### src/common/pef_map.svh
`ifndef PEF_MAP_SVH
`define PEF_MAP_SVH

// Special function register byte addresses
`define PEF_ADDR_KEY 8'hC1
`define PEF_ADDR_ADC_START 8'hD8
`define PEF_ADDR_ENABLES 8'hEC
`define PEF_ADDR_PERIPHERAL_SUPPLY_CONFIG 8'hF4
`define PEF_ADDR_BATSW 8'hF5
`define PEF_ADDR_FLAGS 8'hF8
`define PEF_ADDR_INTPIN 8'hFF

// Bit-addressable flag register: bit addresses 0xF8 to 0xFF
`define PEF_FLAG_BIT_BASE 5'h1F

// Unlock value for the interrupt pin configuration register
`define PEF_KEY_UNLOCK 8'hEA

// Acknowledge bit inside the ADC start register
`define PEF_ADC_ACK_BIT 4

// Implemented bits of each register
`define PEF_FLAG_MASK 8'hEF
`define PEF_ENABLE_MASK 8'hAF
`define PEF_INTPIN_MASK 8'hEF

// Flag bit positions
`define PEF_FLAG_RESTORED 7
`define PEF_FLAG_PSM 6
`define PEF_FLAG_SAG 5
`define PEF_FLAG_DC_MEASURE 3
`define PEF_FLAG_BATTERY 2
`define PEF_FLAG_SWITCHOVER 1
`define PEF_FLAG_DC_LOW 0

// Peripheral configuration bit positions
`define PEF_PER_RX_WAKE 7
`define PEF_PER_SOURCE 6
`define PEF_PER_READY 5
`define PEF_PER_PLL_FAULT 4
`define PEF_PER_SLEEP_REF 3

// Reset values of the synchronised analogue conditions
`define PEF_RST_SOURCE 1'b1
`define PEF_RST_READY 1'b1
`define PEF_RST_DC_LOW 1'b0
`define PEF_RST_PLL_LOCK 1'b1
`define PEF_RST_RX_PIN 1'b1

`endif

### src/common/pef_pkg.sv
package pef_pkg;

	typedef enum logic [1:0] {
		PEF_RX_GPIO,
		PEF_RX_SERIAL,
		PEF_RX_SERIAL_WAKE
	} pef_rx_mode_t;

	typedef struct packed {
		logic [7:0] key;
		logic [7:0] intpin;
		logic [7:0] enables;
		logic [1:0] swsel;
		logic sleep_ref;
		logic [1:0] rxfunc;
		logic rx_wake;
		logic pll_fault;
		logic [7:0] rdata;
	} pef_state_t;

endpackage : pef_pkg

### src/core/pef_sync_edge.sv
`include "pef_map.svh"

module pef_sync_edge
	import pef_pkg::*;
#(
	parameter logic RST_VAL = 1'b0
) (
	// Clock and reset
	input wire logic clk,
	input wire logic reset_n,
	// Asynchronous condition
	input wire logic async_in,
	// Synchronised level and edges
	output logic level,
	output logic rise,
	output logic fall
);

	typedef struct packed {
		logic meta;
		logic sync;
		logic prev;
	} pef_sync_t;

	pef_sync_t st;
	pef_sync_t next_st;

	always_comb begin
		next_st.meta = async_in;
		next_st.sync = st.meta;
		next_st.prev = st.sync;
	end

	always_ff @(posedge clk or negedge reset_n) begin
		if (!reset_n) begin
			st <= {RST_VAL, RST_VAL, RST_VAL};
		end else begin
			st <= next_st;
		end
	end

	// Edges look only at the second and third stages
	assign level = st.sync;
	assign rise = st.sync & ~st.prev;
	assign fall = ~st.sync & st.prev;

endmodule : pef_sync_edge

### src/core/pef_flag_reg.sv
`include "pef_map.svh"

module pef_flag_reg
	import pef_pkg::*;
#(
	parameter int WIDTH = 8,
	parameter logic [WIDTH-1:0] MASK = '1
) (
	// Clock and reset
	input wire logic clk,
	input wire logic reset_n,
	// Software write
	input wire logic wr_en,
	input wire logic [WIDTH-1:0] wr_data,
	// Hardware events
	input wire logic [WIDTH-1:0] set,
	// Sticky flags
	output logic [WIDTH-1:0] flags
);

	typedef struct packed {
		logic [WIDTH-1:0] flags;
	} pef_flag_t;

	pef_flag_t st;
	pef_flag_t next_st;

	always_comb begin
		next_st = st;
		if (wr_en) begin
			next_st.flags = wr_data;
		end
		// Set beats a simultaneous clear so no event is lost
		next_st.flags = (next_st.flags | set) & MASK;
	end

	always_ff @(posedge clk or negedge reset_n) begin
		if (!reset_n) begin
			st <= '0;
		end else begin
			st <= next_st;
		end
	end

	assign flags = st.flags;

endmodule : pef_flag_reg

### src/core/pef_ctrl.sv
// Summary of operation
// - Pin config writes need key 0xEA
// - Set restored flag on battery-to-main change
// - Set power-state flag on enabled event
// - Set sag flag on voltage sag
// - Set dc measure flag on change/ready
// - Set battery flag on low/ready
// - Set switchover flag on main-to-battery change
// - Set dc low flag below threshold
// - Decode switchover select field
// - Set receive-wake flag on deep-sleep wake edge
// - Report supply source, reset one
// - Report main supply ready, reset one
// - PLL fault set on unlock, ack clears
// - Keep reference on in deepest sleep
// - Decode receive pin function field
// - Interrupt only from enabled flags
`include "pef_map.svh"

module pef_ctrl
	import pef_pkg::*;
(
	// Clock and reset
	input wire logic clk,
	input wire logic reset_n,
	// Special function register byte access
	input wire logic [7:0] sfr_addr,
	input wire logic sfr_wr,
	input wire logic [7:0] sfr_wdata,
	output logic [7:0] sfr_rdata,
	// Special function register bit access
	input wire logic sfr_bit_wr,
	input wire logic [7:0] sfr_bit_addr,
	input wire logic sfr_bit_data,
	// Analogue conditions, asynchronous
	input wire logic supply_on_main,
	input wire logic main_supply_ready,
	input wire logic dc_input_low,
	input wire logic pll_locked,
	input wire logic rx_pin,
	// Measurement events, core clock pulses
	input wire logic voltage_sag_event,
	input wire logic dc_measure_event,
	input wire logic battery_event,
	// Power mode, core clock level
	input wire logic deepest_sleep_mode,
	// Interrupt
	output logic power_irq,
	// Configuration outputs
	output logic [7:0] interrupt_pin_config,
	output logic sw_on_low_main,
	output logic sw_on_low_dc_input,
	output logic sw_disabled,
	output logic rx_sel_gpio,
	output logic rx_sel_serial,
	output logic rx_wake_enable,
	output logic sleep_reference_enable
);

	pef_state_t st;
	pef_state_t next_st;

	logic src_level;
	logic src_rise;
	logic src_fall;
	logic ready_level;
	logic dcl_level;
	logic dcl_rise;
	logic pll_level;
	logic pll_fall;
	logic rx_level;
	logic rx_rise;
	logic rx_fall;

	logic [7:0] flags;
	logic [7:0] raw_events;
	logic [7:0] flag_set;
	logic [7:0] flag_wdata;
	logic [7:0] bit_merge;
	logic flag_wr;
	logic bit_hit;
	logic psm_event;
	logic adc_ack;
	logic rx_edge;
	logic wr_intpin;
	logic [7:0] peripheral_supply_config_read;
	pef_rx_mode_t rx_mode;

	function automatic pef_rx_mode_t decode_rx(input logic [1:0] code);
		pef_rx_mode_t m;
		m = PEF_RX_GPIO;
		unique case (code)
			2'h0: m = PEF_RX_GPIO;
			2'h1: m = PEF_RX_SERIAL;
			2'h3: m = PEF_RX_SERIAL_WAKE;
			// Undefined code falls back to plain I/O
			default: m = PEF_RX_GPIO;
		endcase
		return m;
	endfunction : decode_rx

	// Analogue conditions cross into the core clock here
	pef_sync_edge #(.RST_VAL(`PEF_RST_SOURCE)) u_src (
		.clk(clk),
		.reset_n(reset_n),
		.async_in(supply_on_main),
		.level(src_level),
		.rise(src_rise),
		.fall(src_fall)
	);

	pef_sync_edge #(.RST_VAL(`PEF_RST_READY)) u_ready (
		.clk(clk),
		.reset_n(reset_n),
		.async_in(main_supply_ready),
		.level(ready_level),
		.rise(),
		.fall()
	);

	pef_sync_edge #(.RST_VAL(`PEF_RST_DC_LOW)) u_dcl (
		.clk(clk),
		.reset_n(reset_n),
		.async_in(dc_input_low),
		.level(dcl_level),
		.rise(dcl_rise),
		.fall()
	);

	// Reset as locked so release of reset raises no fault
	pef_sync_edge #(.RST_VAL(`PEF_RST_PLL_LOCK)) u_pll (
		.clk(clk),
		.reset_n(reset_n),
		.async_in(pll_locked),
		.level(pll_level),
		.rise(),
		.fall(pll_fall)
	);

	pef_sync_edge #(.RST_VAL(`PEF_RST_RX_PIN)) u_rx (
		.clk(clk),
		.reset_n(reset_n),
		.async_in(rx_pin),
		.level(rx_level),
		.rise(rx_rise),
		.fall(rx_fall)
	);

	// Raw conditions at their flag positions; bit 6 is derived
	assign raw_events = {src_rise, 1'b0, voltage_sag_event, 1'b0,
		dc_measure_event, battery_event, src_fall, dcl_rise};
	assign psm_event = |(raw_events & st.enables & `PEF_ENABLE_MASK);
	assign flag_set = raw_events | {1'b0, psm_event, 6'h00};

	assign bit_hit = sfr_bit_wr && (sfr_bit_addr[7:3] == `PEF_FLAG_BIT_BASE);
	assign bit_merge = (flags & ~(8'h01 << sfr_bit_addr[2:0]))
		| ({7'h00, sfr_bit_data} << sfr_bit_addr[2:0]);
	assign flag_wr = (sfr_wr && sfr_addr == `PEF_ADDR_FLAGS) || bit_hit;
	assign flag_wdata = bit_hit ? bit_merge : sfr_wdata;

	pef_flag_reg #(.WIDTH(8), .MASK(`PEF_FLAG_MASK)) u_flags (
		.clk(clk),
		.reset_n(reset_n),
		.wr_en(flag_wr),
		.wr_data(flag_wdata),
		.set(flag_set),
		.flags(flags)
	);

	assign wr_intpin = sfr_wr && sfr_addr == `PEF_ADDR_INTPIN;
	// The ADC start register lives elsewhere; only its ack bit is watched
	assign adc_ack = sfr_wr && sfr_addr == `PEF_ADDR_ADC_START
		&& sfr_wdata[`PEF_ADC_ACK_BIT];
	assign rx_mode = decode_rx(st.rxfunc);
	assign rx_edge = rx_rise | rx_fall;
	assign peripheral_supply_config_read = {st.rx_wake, src_level, ready_level, st.pll_fault,
		st.sleep_ref, 1'b0, st.rxfunc};

	always_comb begin
		next_st = st;
		if (sfr_wr) begin
			case (sfr_addr)
				`PEF_ADDR_KEY: next_st.key = sfr_wdata;
				`PEF_ADDR_INTPIN: begin
					if (st.key == `PEF_KEY_UNLOCK) begin
						next_st.intpin = sfr_wdata & `PEF_INTPIN_MASK;
					end
				end
				`PEF_ADDR_ENABLES: next_st.enables = sfr_wdata & `PEF_ENABLE_MASK;
				`PEF_ADDR_BATSW: next_st.swsel = sfr_wdata[1:0];
				`PEF_ADDR_PERIPHERAL_SUPPLY_CONFIG: begin
					next_st.sleep_ref = sfr_wdata[`PEF_PER_SLEEP_REF];
					next_st.rxfunc = sfr_wdata[1:0];
					// Wake flag can only be cleared by software
					if (!sfr_wdata[`PEF_PER_RX_WAKE]) begin
						next_st.rx_wake = 1'b0;
					end
				end
				default: ;
			endcase
		end
		if (adc_ack) begin
			next_st.pll_fault = 1'b0;
		end
		// Hardware sets come last so they win over a clear
		if (pll_fall) begin
			next_st.pll_fault = 1'b1;
		end
		if (rx_edge && rx_mode == PEF_RX_SERIAL_WAKE && deepest_sleep_mode) begin
			next_st.rx_wake = 1'b1;
		end
		case (sfr_addr)
			`PEF_ADDR_KEY: next_st.rdata = st.key;
			`PEF_ADDR_INTPIN: next_st.rdata = st.intpin;
			`PEF_ADDR_ENABLES: next_st.rdata = st.enables;
			`PEF_ADDR_BATSW: next_st.rdata = {6'h00, st.swsel};
			`PEF_ADDR_PERIPHERAL_SUPPLY_CONFIG: next_st.rdata = peripheral_supply_config_read;
			`PEF_ADDR_FLAGS: next_st.rdata = flags;
			default: next_st.rdata = 8'h00;
		endcase
	end

	always_ff @(posedge clk or negedge reset_n) begin
		if (!reset_n) begin
			st <= '0;
		end else begin
			st <= next_st;
		end
	end

	assign sfr_rdata = st.rdata;
	assign power_irq = |(flags & st.enables & `PEF_ENABLE_MASK);
	assign interrupt_pin_config = st.intpin;
	assign sw_on_low_main = !st.swsel[1];
	assign sw_on_low_dc_input = st.swsel == 2'h1;
	assign sw_disabled = st.swsel[1];
	assign rx_sel_gpio = rx_mode == PEF_RX_GPIO;
	assign rx_sel_serial = rx_mode != PEF_RX_GPIO;
	assign rx_wake_enable = rx_mode == PEF_RX_SERIAL_WAKE;
	assign sleep_reference_enable = st.sleep_ref;
endmodule : pef_ctrl

### config.mk
export PLATFORM = sky130hd
export DESIGN_NAME = pef_ctrl
export DESIGN_NICKNAME = d
export VERILOG_FILES = /design/src/common/pef_pkg.sv /design/src/core/pef_sync_edge.sv /design/src/core/pef_flag_reg.sv /design/src/core/pef_ctrl.sv
export VERILOG_INCLUDE_DIRS = /design/src /design/src/common
export SDC_FILE = /design/constraint.sdc
export NUM_CORES = 1
export LEC_CHECK = 0
export BUFFER_PORTS_ARGS = -buffer_cell sky130_fd_sc_hd__buf_2
export CELL_PAD_IN_SITES_DETAIL_PLACEMENT = 2
export CELL_PAD_IN_SITES_GLOBAL_PLACEMENT = 2
export CORE_MARGIN = 5
export CORE_UTILIZATION = 35
export CTS_CLUSTER_SIZE = 40
export DETAILED_ROUTE_END_ITERATION = 8
export GPL_ROUTABILITY_DRIVEN = 0
export PLACE_DENSITY_LB_ADDON = 0.1
export SLEW_MARGIN = 20
export SYNTH_ARGS = -nofsm -noshare
export SYNTH_HDL_FRONTEND = slang
export SYNTH_SLANG_ARGS = --single-unit
### constraint.sdc
create_clock -name clk -period 1.7 [get_ports clk]
set_input_delay 0.085 -clock clk [delete_from_list [all_inputs] [get_ports clk]]
set_output_delay 0.085 -clock clk [all_outputs]
set_load 0.005 [all_outputs]
==> results.toml, run 1 <==
[clock_network]
clockBufferDepth = 2
clock_input_transition_at_the_sequential_cells_of_the_worst_setup_and_hold_paths_ps = 60
cts.sink_count = 57
cts_resized = 0
cts_max_level = 3
clk_root_buffer_cell = "clkbuf_8"
tritoncts.num_buffers = 9
tritoncts_clock_tree = "done"
worstSkewPairLatency_ps = 340

[timing]
tns_ps = 0
finalHoldWorstSlack_ps = 15.5
fin_skew_ps = 7.97
finalCritPeriodShare_pct = 90.8
final_report_hold_violation_count = 0
report.final.setup_viol = 0
grt_setup_unrepaired = "false"
clock_period_minus_worst_slack_ps = 1540
fin_ws_ps = 157
timing_max_transition_violations_final = 0
max_clock_freq_ghz = 0.648

[placement]
dpl_worst_slack_ps = 122
port-buffer-count = 60
post-dp-hpwl_um = 6020
place.detailed.instances = 381
placement.cell_area_um2 = 3120

[floorplan]
chipWidth_um = 99.8
chipHeight_um = 99.8
top_level_ports = 62
die_area_um2 = 9960
starting_density_of_the_core_pct = 36.1
core_um2 = 7810
num_rows = 32

[logic_synthesis]
syn_nets = 276
synth_seq_cells = 57
fraction_of_the_yosys_area_taken_by_sequential_cells_pct = 51.0
synthesis.area_um2 = 2820
async_reset_ff_share_pct = 100
ys_warnings = 0
syn-mean-instance-area_um2 = 11.9
synth_cell_type_count = 45
postSynthCellCount = 238
synth_ff_type = "dfrtp_1"
synth_enable_flop_cells = 0

[power_and_ir_drop]
cellLeakagePower_nw = 1.60
vdd_drop_max_uv = 423
cellPowerDensity_nw_per_um2 = 929

[finish]
final-seq-area_um2 = 1440
nets = 334
post_route_cells_drive_above_1_share_pct = 43.9
antenna_cells_inserted = 0
multi_input_comb_area_um2 = 1170
area_growth_pct = 21.0
num-fill-cells = 823
finish.cell_count_without_fillers = 403
final_area_um2 = 3410

[outcome]
result_of_the_run = "finished clean"

[grt]
track_usage_pct = 17.0
grt.overflow.total = 0
antenna_violations_before_repair = 0
grt_pass1_vias = 2351
grt_max_degree = 58
grt_pass1_wl_um = 12900

[drt]
wl_per_cell_um = 19.6
post-route-drc-count = 0
detailedRoute.firstPassIterationCount = 4
drt_first_iter_violations = 55
routed_via_density = 5.29
routed-via-count = 2131
postRouteWirelength_um = 7910
antenna_viol_nets_final = 0

[worst_setup_path]
worstPathCellList = "nor4bb_1 -> and3_1 -> nand3_2 -> mux2_2"
critical_path.max_fanout = 7
cpMaxStageDelayCell = "dfrtp_1"
worstReg2RegStart = "st[33]$_DFFE_PN0P_"
worstPathRequired_ps = 1920
path_class = "flop to flop"
crit_arrival_ps = 1760
worst_path_largest_cell_delay_ps = 400
reg2reg_setup_slack_ps = 160
worst_setup_path_startpoint = "st[33]$_DFFE_PN0P_"
worst_setup_path_end_kind = "flop"
worstSetupStartpointType = "flop"

[job]
number_of_maximum_capacitance_constraint_violations = 0

[min_path]
min_path_type = "input pin to flop"
worst_hold_startpoint = "deepest_sleep_mode"
## power by group
group / internal [mW] / total, mW / switching (mW)
Sequential: 1.41 / 1.45 / 0.0380
Clock: 0.906 / 1.46 / 0.555
Combinational: 0.118 / 0.259 / 0.140
Total: 2.44 / 3.17 / 0.733
## per-stage QoR
stage          util (%)  total power, mW
6_report           43.7             3.17
4_1_cts            43.7             3.22
2_1_floorplan         -             1.58
3_3_place_gp       40.0             1.72
3_5_place_dp       40.0             1.73
5_1_grt            43.7             3.31
## state kept, by name, indices dropped and copies added (netlist names), 4 cells and up
name / flops
interrupt_pin_config: 7
peripheral_supply_config_read: 4
sfr_rdata: 8
st: 15
u_flags.flags: 7
## cells in the final DEF, fill, tap and decap left out, types with 5 or more instances in the layout
cell	Yosys	final
a21oi_1	6	6
mux2i_1	6	6
nor2_1	8	8
mux2_2	32	32
dlygate4sd3_1	0	6
dfrtp_1	46	46
nor3_1	6	6
nand2_1	12	12
clkbuf_8	0	11
a22oi_1	9	9
o21ai_0	14	14
nand3b_1	5	5
buf_2	3	60
nand3_1	5	5
buf_4	17	7
dfstp_2	11	11
## cells by family after synthesis
group                     synth area share (%)
AOI/OAI and AO/OA                         11.2
xor gates and xnor gates                 0.310
buffers and inverters                     7.58
DFF                                       51.0
muxes                                     14.9
other                                    0.133
and+or+nand+nor                           14.8
## path summary, 6_finish.rpt
check                      depth (start not counted)                                            to
max                                                4           interrupt_pin_config[5]$_DFFE_PN0P_
min                                                3  peripheral_supply_config_read[7]$_DFFE_PN0P_
max reg2reg                                        4           interrupt_pin_config[5]$_DFFE_PN0P_
min reg2reg                                        0                          u_rx.level$_DFF_PN1_
max in group asynchronous                          3                         u_src.st[0]$_DFF_PN1_
min in group asynchronous                          3           interrupt_pin_config[7]$_DFFE_PN0P_
## area by class of cell
| type | count | area share (%) |
|---|---|---|
| sequential | 57 | 42.2 |
| inverter | 4 | 0.440 |
| tap | 102 | 3.74 |
| clock buffer | 12 | 4.55 |
| timing repair buffer | 74 | 12.7 |
| multi-input combinational | 150 | 34.2 |
| clock inverter | 4 | 2.20 |
## synthesized netlist by cell type, types with 2 or more instances
library cell  number  area (um^2)
nor2b_1            4         25.0
and4b_1            2         20.0
and4_1             2         17.5
nor2_1             8         30.0
nand3b_1           5         37.5
a32o_1             2         20.0
buf_4             17          128
a22oi_1            9         67.6
dfstp_2           11          289
buf_6              4         45.0
o21ai_0           14         70.1
mux2i_1            6         60.1
dfrtp_1           46         1150
a21oi_1            6         30.0
and2_1             2         12.5
clkbuf_1           3         11.3
inv_1              4         15.0
a221o_1            3         30.0
nand2_1           12         45.0
and3_1             4         25.0
buf_2              3         15.0
nor3_1             6         30.0
a222oi_1           4         40.0
nor3b_1            2         15.0
nand4_1            2         12.5
nand3_1            5         25.0
mux2_2            32          360
a32oi_1            3         26.3
## per-layer routing
| layer | GRT usage, % | wire length (um) | up-vias |
|---|---|---|---|
| met1 | 24.1 | 3880 | 1092 |
| li1 | - | - | 985 |
| met4 | 5.99 | 121 | 0 |
| met3 | 3.54 | 287 | 9 |
| met2 | 25.9 | 3620 | 45 |
| met5 | 0 | 0 | - |
## critical path, delay by kind of cell, from the launching register on
family,cells,cell delay (ps)
DFF,1,400
and+or+nand+nor,3,700
muxes,1,330
## what timing repair did
action,CTS,global route
hold endpoints to repair,51,0
setup endpoints to repair,0,0
hold buffers,6,0
buffers inserted,0,0
Power figures use the tool's default switching activity.
==> inputs of run 2 (changes only) <==
Settings changed: SYNTH_HIERARCHICAL set to 1, TNS_END_PERCENT set to 1.
==> results.toml, run 2 <==
[outcome]
result_of_the_run = "finished clean"

[grt]
track_usage_pct = 17.3
grt_max_degree = 31
antenna_violations_before_repair = 0
grt_pass1_vias = 2418
grt.overflow.total = 0
grt_pass1_wl_um = 13200

[timing]
report.final.setup_viol = 0
max_clock_freq_ghz = 0.670
timing_max_transition_violations_final = 0
timing.max_slew.rel_slack_pct = 61.9
clock_period_minus_worst_slack_ps = 1490
grt_setup_unrepaired = "false"
fin_skew_ps = 11.7
final_report_hold_violation_count = 0
finalCritPeriodShare_pct = 87.8
max_slew.worst_pin.slew_ps = 566
tns_ps = 0

[worst_setup_path]
reg2reg_setup_slack_ps = 210
worstSetupStartpointType = "flop"
critical_path.reg2reg.endpoint = "u_flags/flags[6]$_DFF_PN0_"
crit_arrival_ps = 1700
worst_setup_path_end_kind = "flop"
path_class = "flop to flop"
critical_path.max_fanout = 4
worstPathRequired_ps = 1910
worstReg2RegStart = "u_src/level$_DFF_PN1_"
rr_worst_depth = 4

[min_path]
number_of_instances_on_the_worst_hold_path = 2
worst_hold_startpoint = "sfr_wdata[6]"
min_to = "interrupt_pin_config[6]$_DFFE_PN0P_"
min_path_type = "input pin to flop"

[power_and_ir_drop]
cell_internal_pwr_mw = 2.60
cellPowerDensity_nw_per_um2 = 954
pwr-share-clk_pct = 46.5
vdd_drop_max_uv = 484
power.combinational.fraction_pct = 9.7
power.net_switching_mw = 0.764
swShare_pct = 22.8
cellLeakagePower_nw = 1.68
power.sequential.fraction_pct = 43.8

[finish]
final_area_um2 = 3520
layout.cells.most_common_list = "buf_2, dfrtp_1, mux2_2"
layout.core_utilization_pct = 45.1
post_route_cells_drive_above_1_share_pct = 43.3
num-fill-cells = 836
nets = 354
antenna_cells_inserted = 0
regMostFlops = "st"
layout_commonest_cell = "buf_2"
largest_register_ffs = 15
area_growth_pct = 24.9

[floorplan]
top_level_ports = 62
die_area_um2 = 9950
core_um2 = 7810
chipWidth_um = 99.8
chipHeight_um = 99.8
num_rows = 32
starting_density_of_the_core_pct = 36.1

[drt]
drt_first_iter_violations = 64
post-route-drc-count = 0
routed_via_density = 5.15
wl_per_cell_um = 19.2
detailedRoute.firstPassIterationCount = 5
postRouteWirelength_um = 8130
routed-via-count = 2178
antenna_viol_nets_final = 0

[logic_synthesis]
syn_nets = 288
postSynthCellCount = 250
synthesis.area_um2 = 2820
ys_warnings = 6
syn-mean-instance-area_um2 = 11.3

[clock_network]
cts_resized = 0
clock_input_transition_at_the_sequential_cells_of_the_worst_setup_and_hold_paths_ps = 70
clockBufferDepth = 2
cts.sink_count = 57
tritoncts_clock_tree = "done"
tritoncts.num_buffers = 9
worstSkewPairLatency_ps = 330
clk_root_buffer_cell = "clkbuf_8"
cts_max_level = 3

[job]
number_of_maximum_capacitance_constraint_violations = 0

[placement]
post-dp-hpwl_um = 6090
port-buffer-count = 60
placement.cell_area_um2 = 3180
-- run 2: stage by stage --
stage,total power [mW],std cells,hold WS (ps),setup slack (ps)
floorplan,1.64,250,-211,86.1
global placement,1.80,397,10.9,141
detailed placement,1.81,397,17.7,112
CTS,3.41,423,6.66,215
global route,3.52,423,15.3,169
finish,3.36,423,19.5,207
-- run 2: worst max-delay path: stages, from the launching register on --
cell and delay [ps]:
dfstp_2 560, and2b_2 230, a22oi_1 180, nand3_1 100
a211o_2 320
-- run 2: per-layer routing --
| layer | routed length (um) | track usage (%) | part of all wire, % |
|---|---|---|---|
| met1 | 3440 | 21.9 | 42 |
| met2 | 4280 | 30.0 | 53 |
| met3 | 307 | 2.66 | 3.8 |
| met4 | 109 | 5.88 | 1.3 |
| met5 | 0 | 0 | 0 |
-- run 2: worst max path at each step --
stage | end | slack [ps] | startpoint | cells past startpoint
2_1_floorplan | u_flags/flags[5]$_DFF_PN0_ | 90 | sfr_addr[2] | 8
3_3_place_gp | u_flags/flags[6]$_DFF_PN0_ | 140 | sfr_addr[1] | 7
3_5_place_dp | u_flags/flags[6]$_DFF_PN0_ | 110 | sfr_addr[0] | 7
4_1_cts | u_flags/flags[6]$_DFF_PN0_ | 210 | u_src/level$_DFF_PN1_ | 4
5_1_grt | interrupt_pin_config[5]$_DFFE_PN0P_ | 170 | st[32]$_DFFE_PN0P_ | 4
6_report | u_flags/flags[6]$_DFF_PN0_ | 210 | u_src/level$_DFF_PN1_ | 4
-- run 2: what timing repair did --
action,CTS,global route
hold buffers,10,0
setup buffers,0,0
setup endpoints to repair,0,0
endpoints found under the hold margin,46,0
-- run 2: area by class of cell --
cell class                 instances  area (um^2)  share of cell area (%)
clock buffer                      11          141                    4.01
timing repair buffer              84          518                    14.7
sequential                        57         1440                    40.9
clock inverter                     5          104                    2.95
tap                              102          128                    3.62
multi-input combinational        162         1180                    33.6
inverter                           2         7.51                   0.213
-- run 2: power groups by stage --
stage | Clock (mW) | Sequential, mW | Combinational [mW]
6_report | 1.56 | 1.47 | 0.326
5_1_grt | 1.68 | 1.48 | 0.363
4_1_cts | 1.60 | 1.47 | 0.331
3_5_place_dp | 0 | 1.49 | 0.312
3_3_place_gp | 0 | 1.49 | 0.302
2_1_floorplan | 0 | 1.48 | 0.158
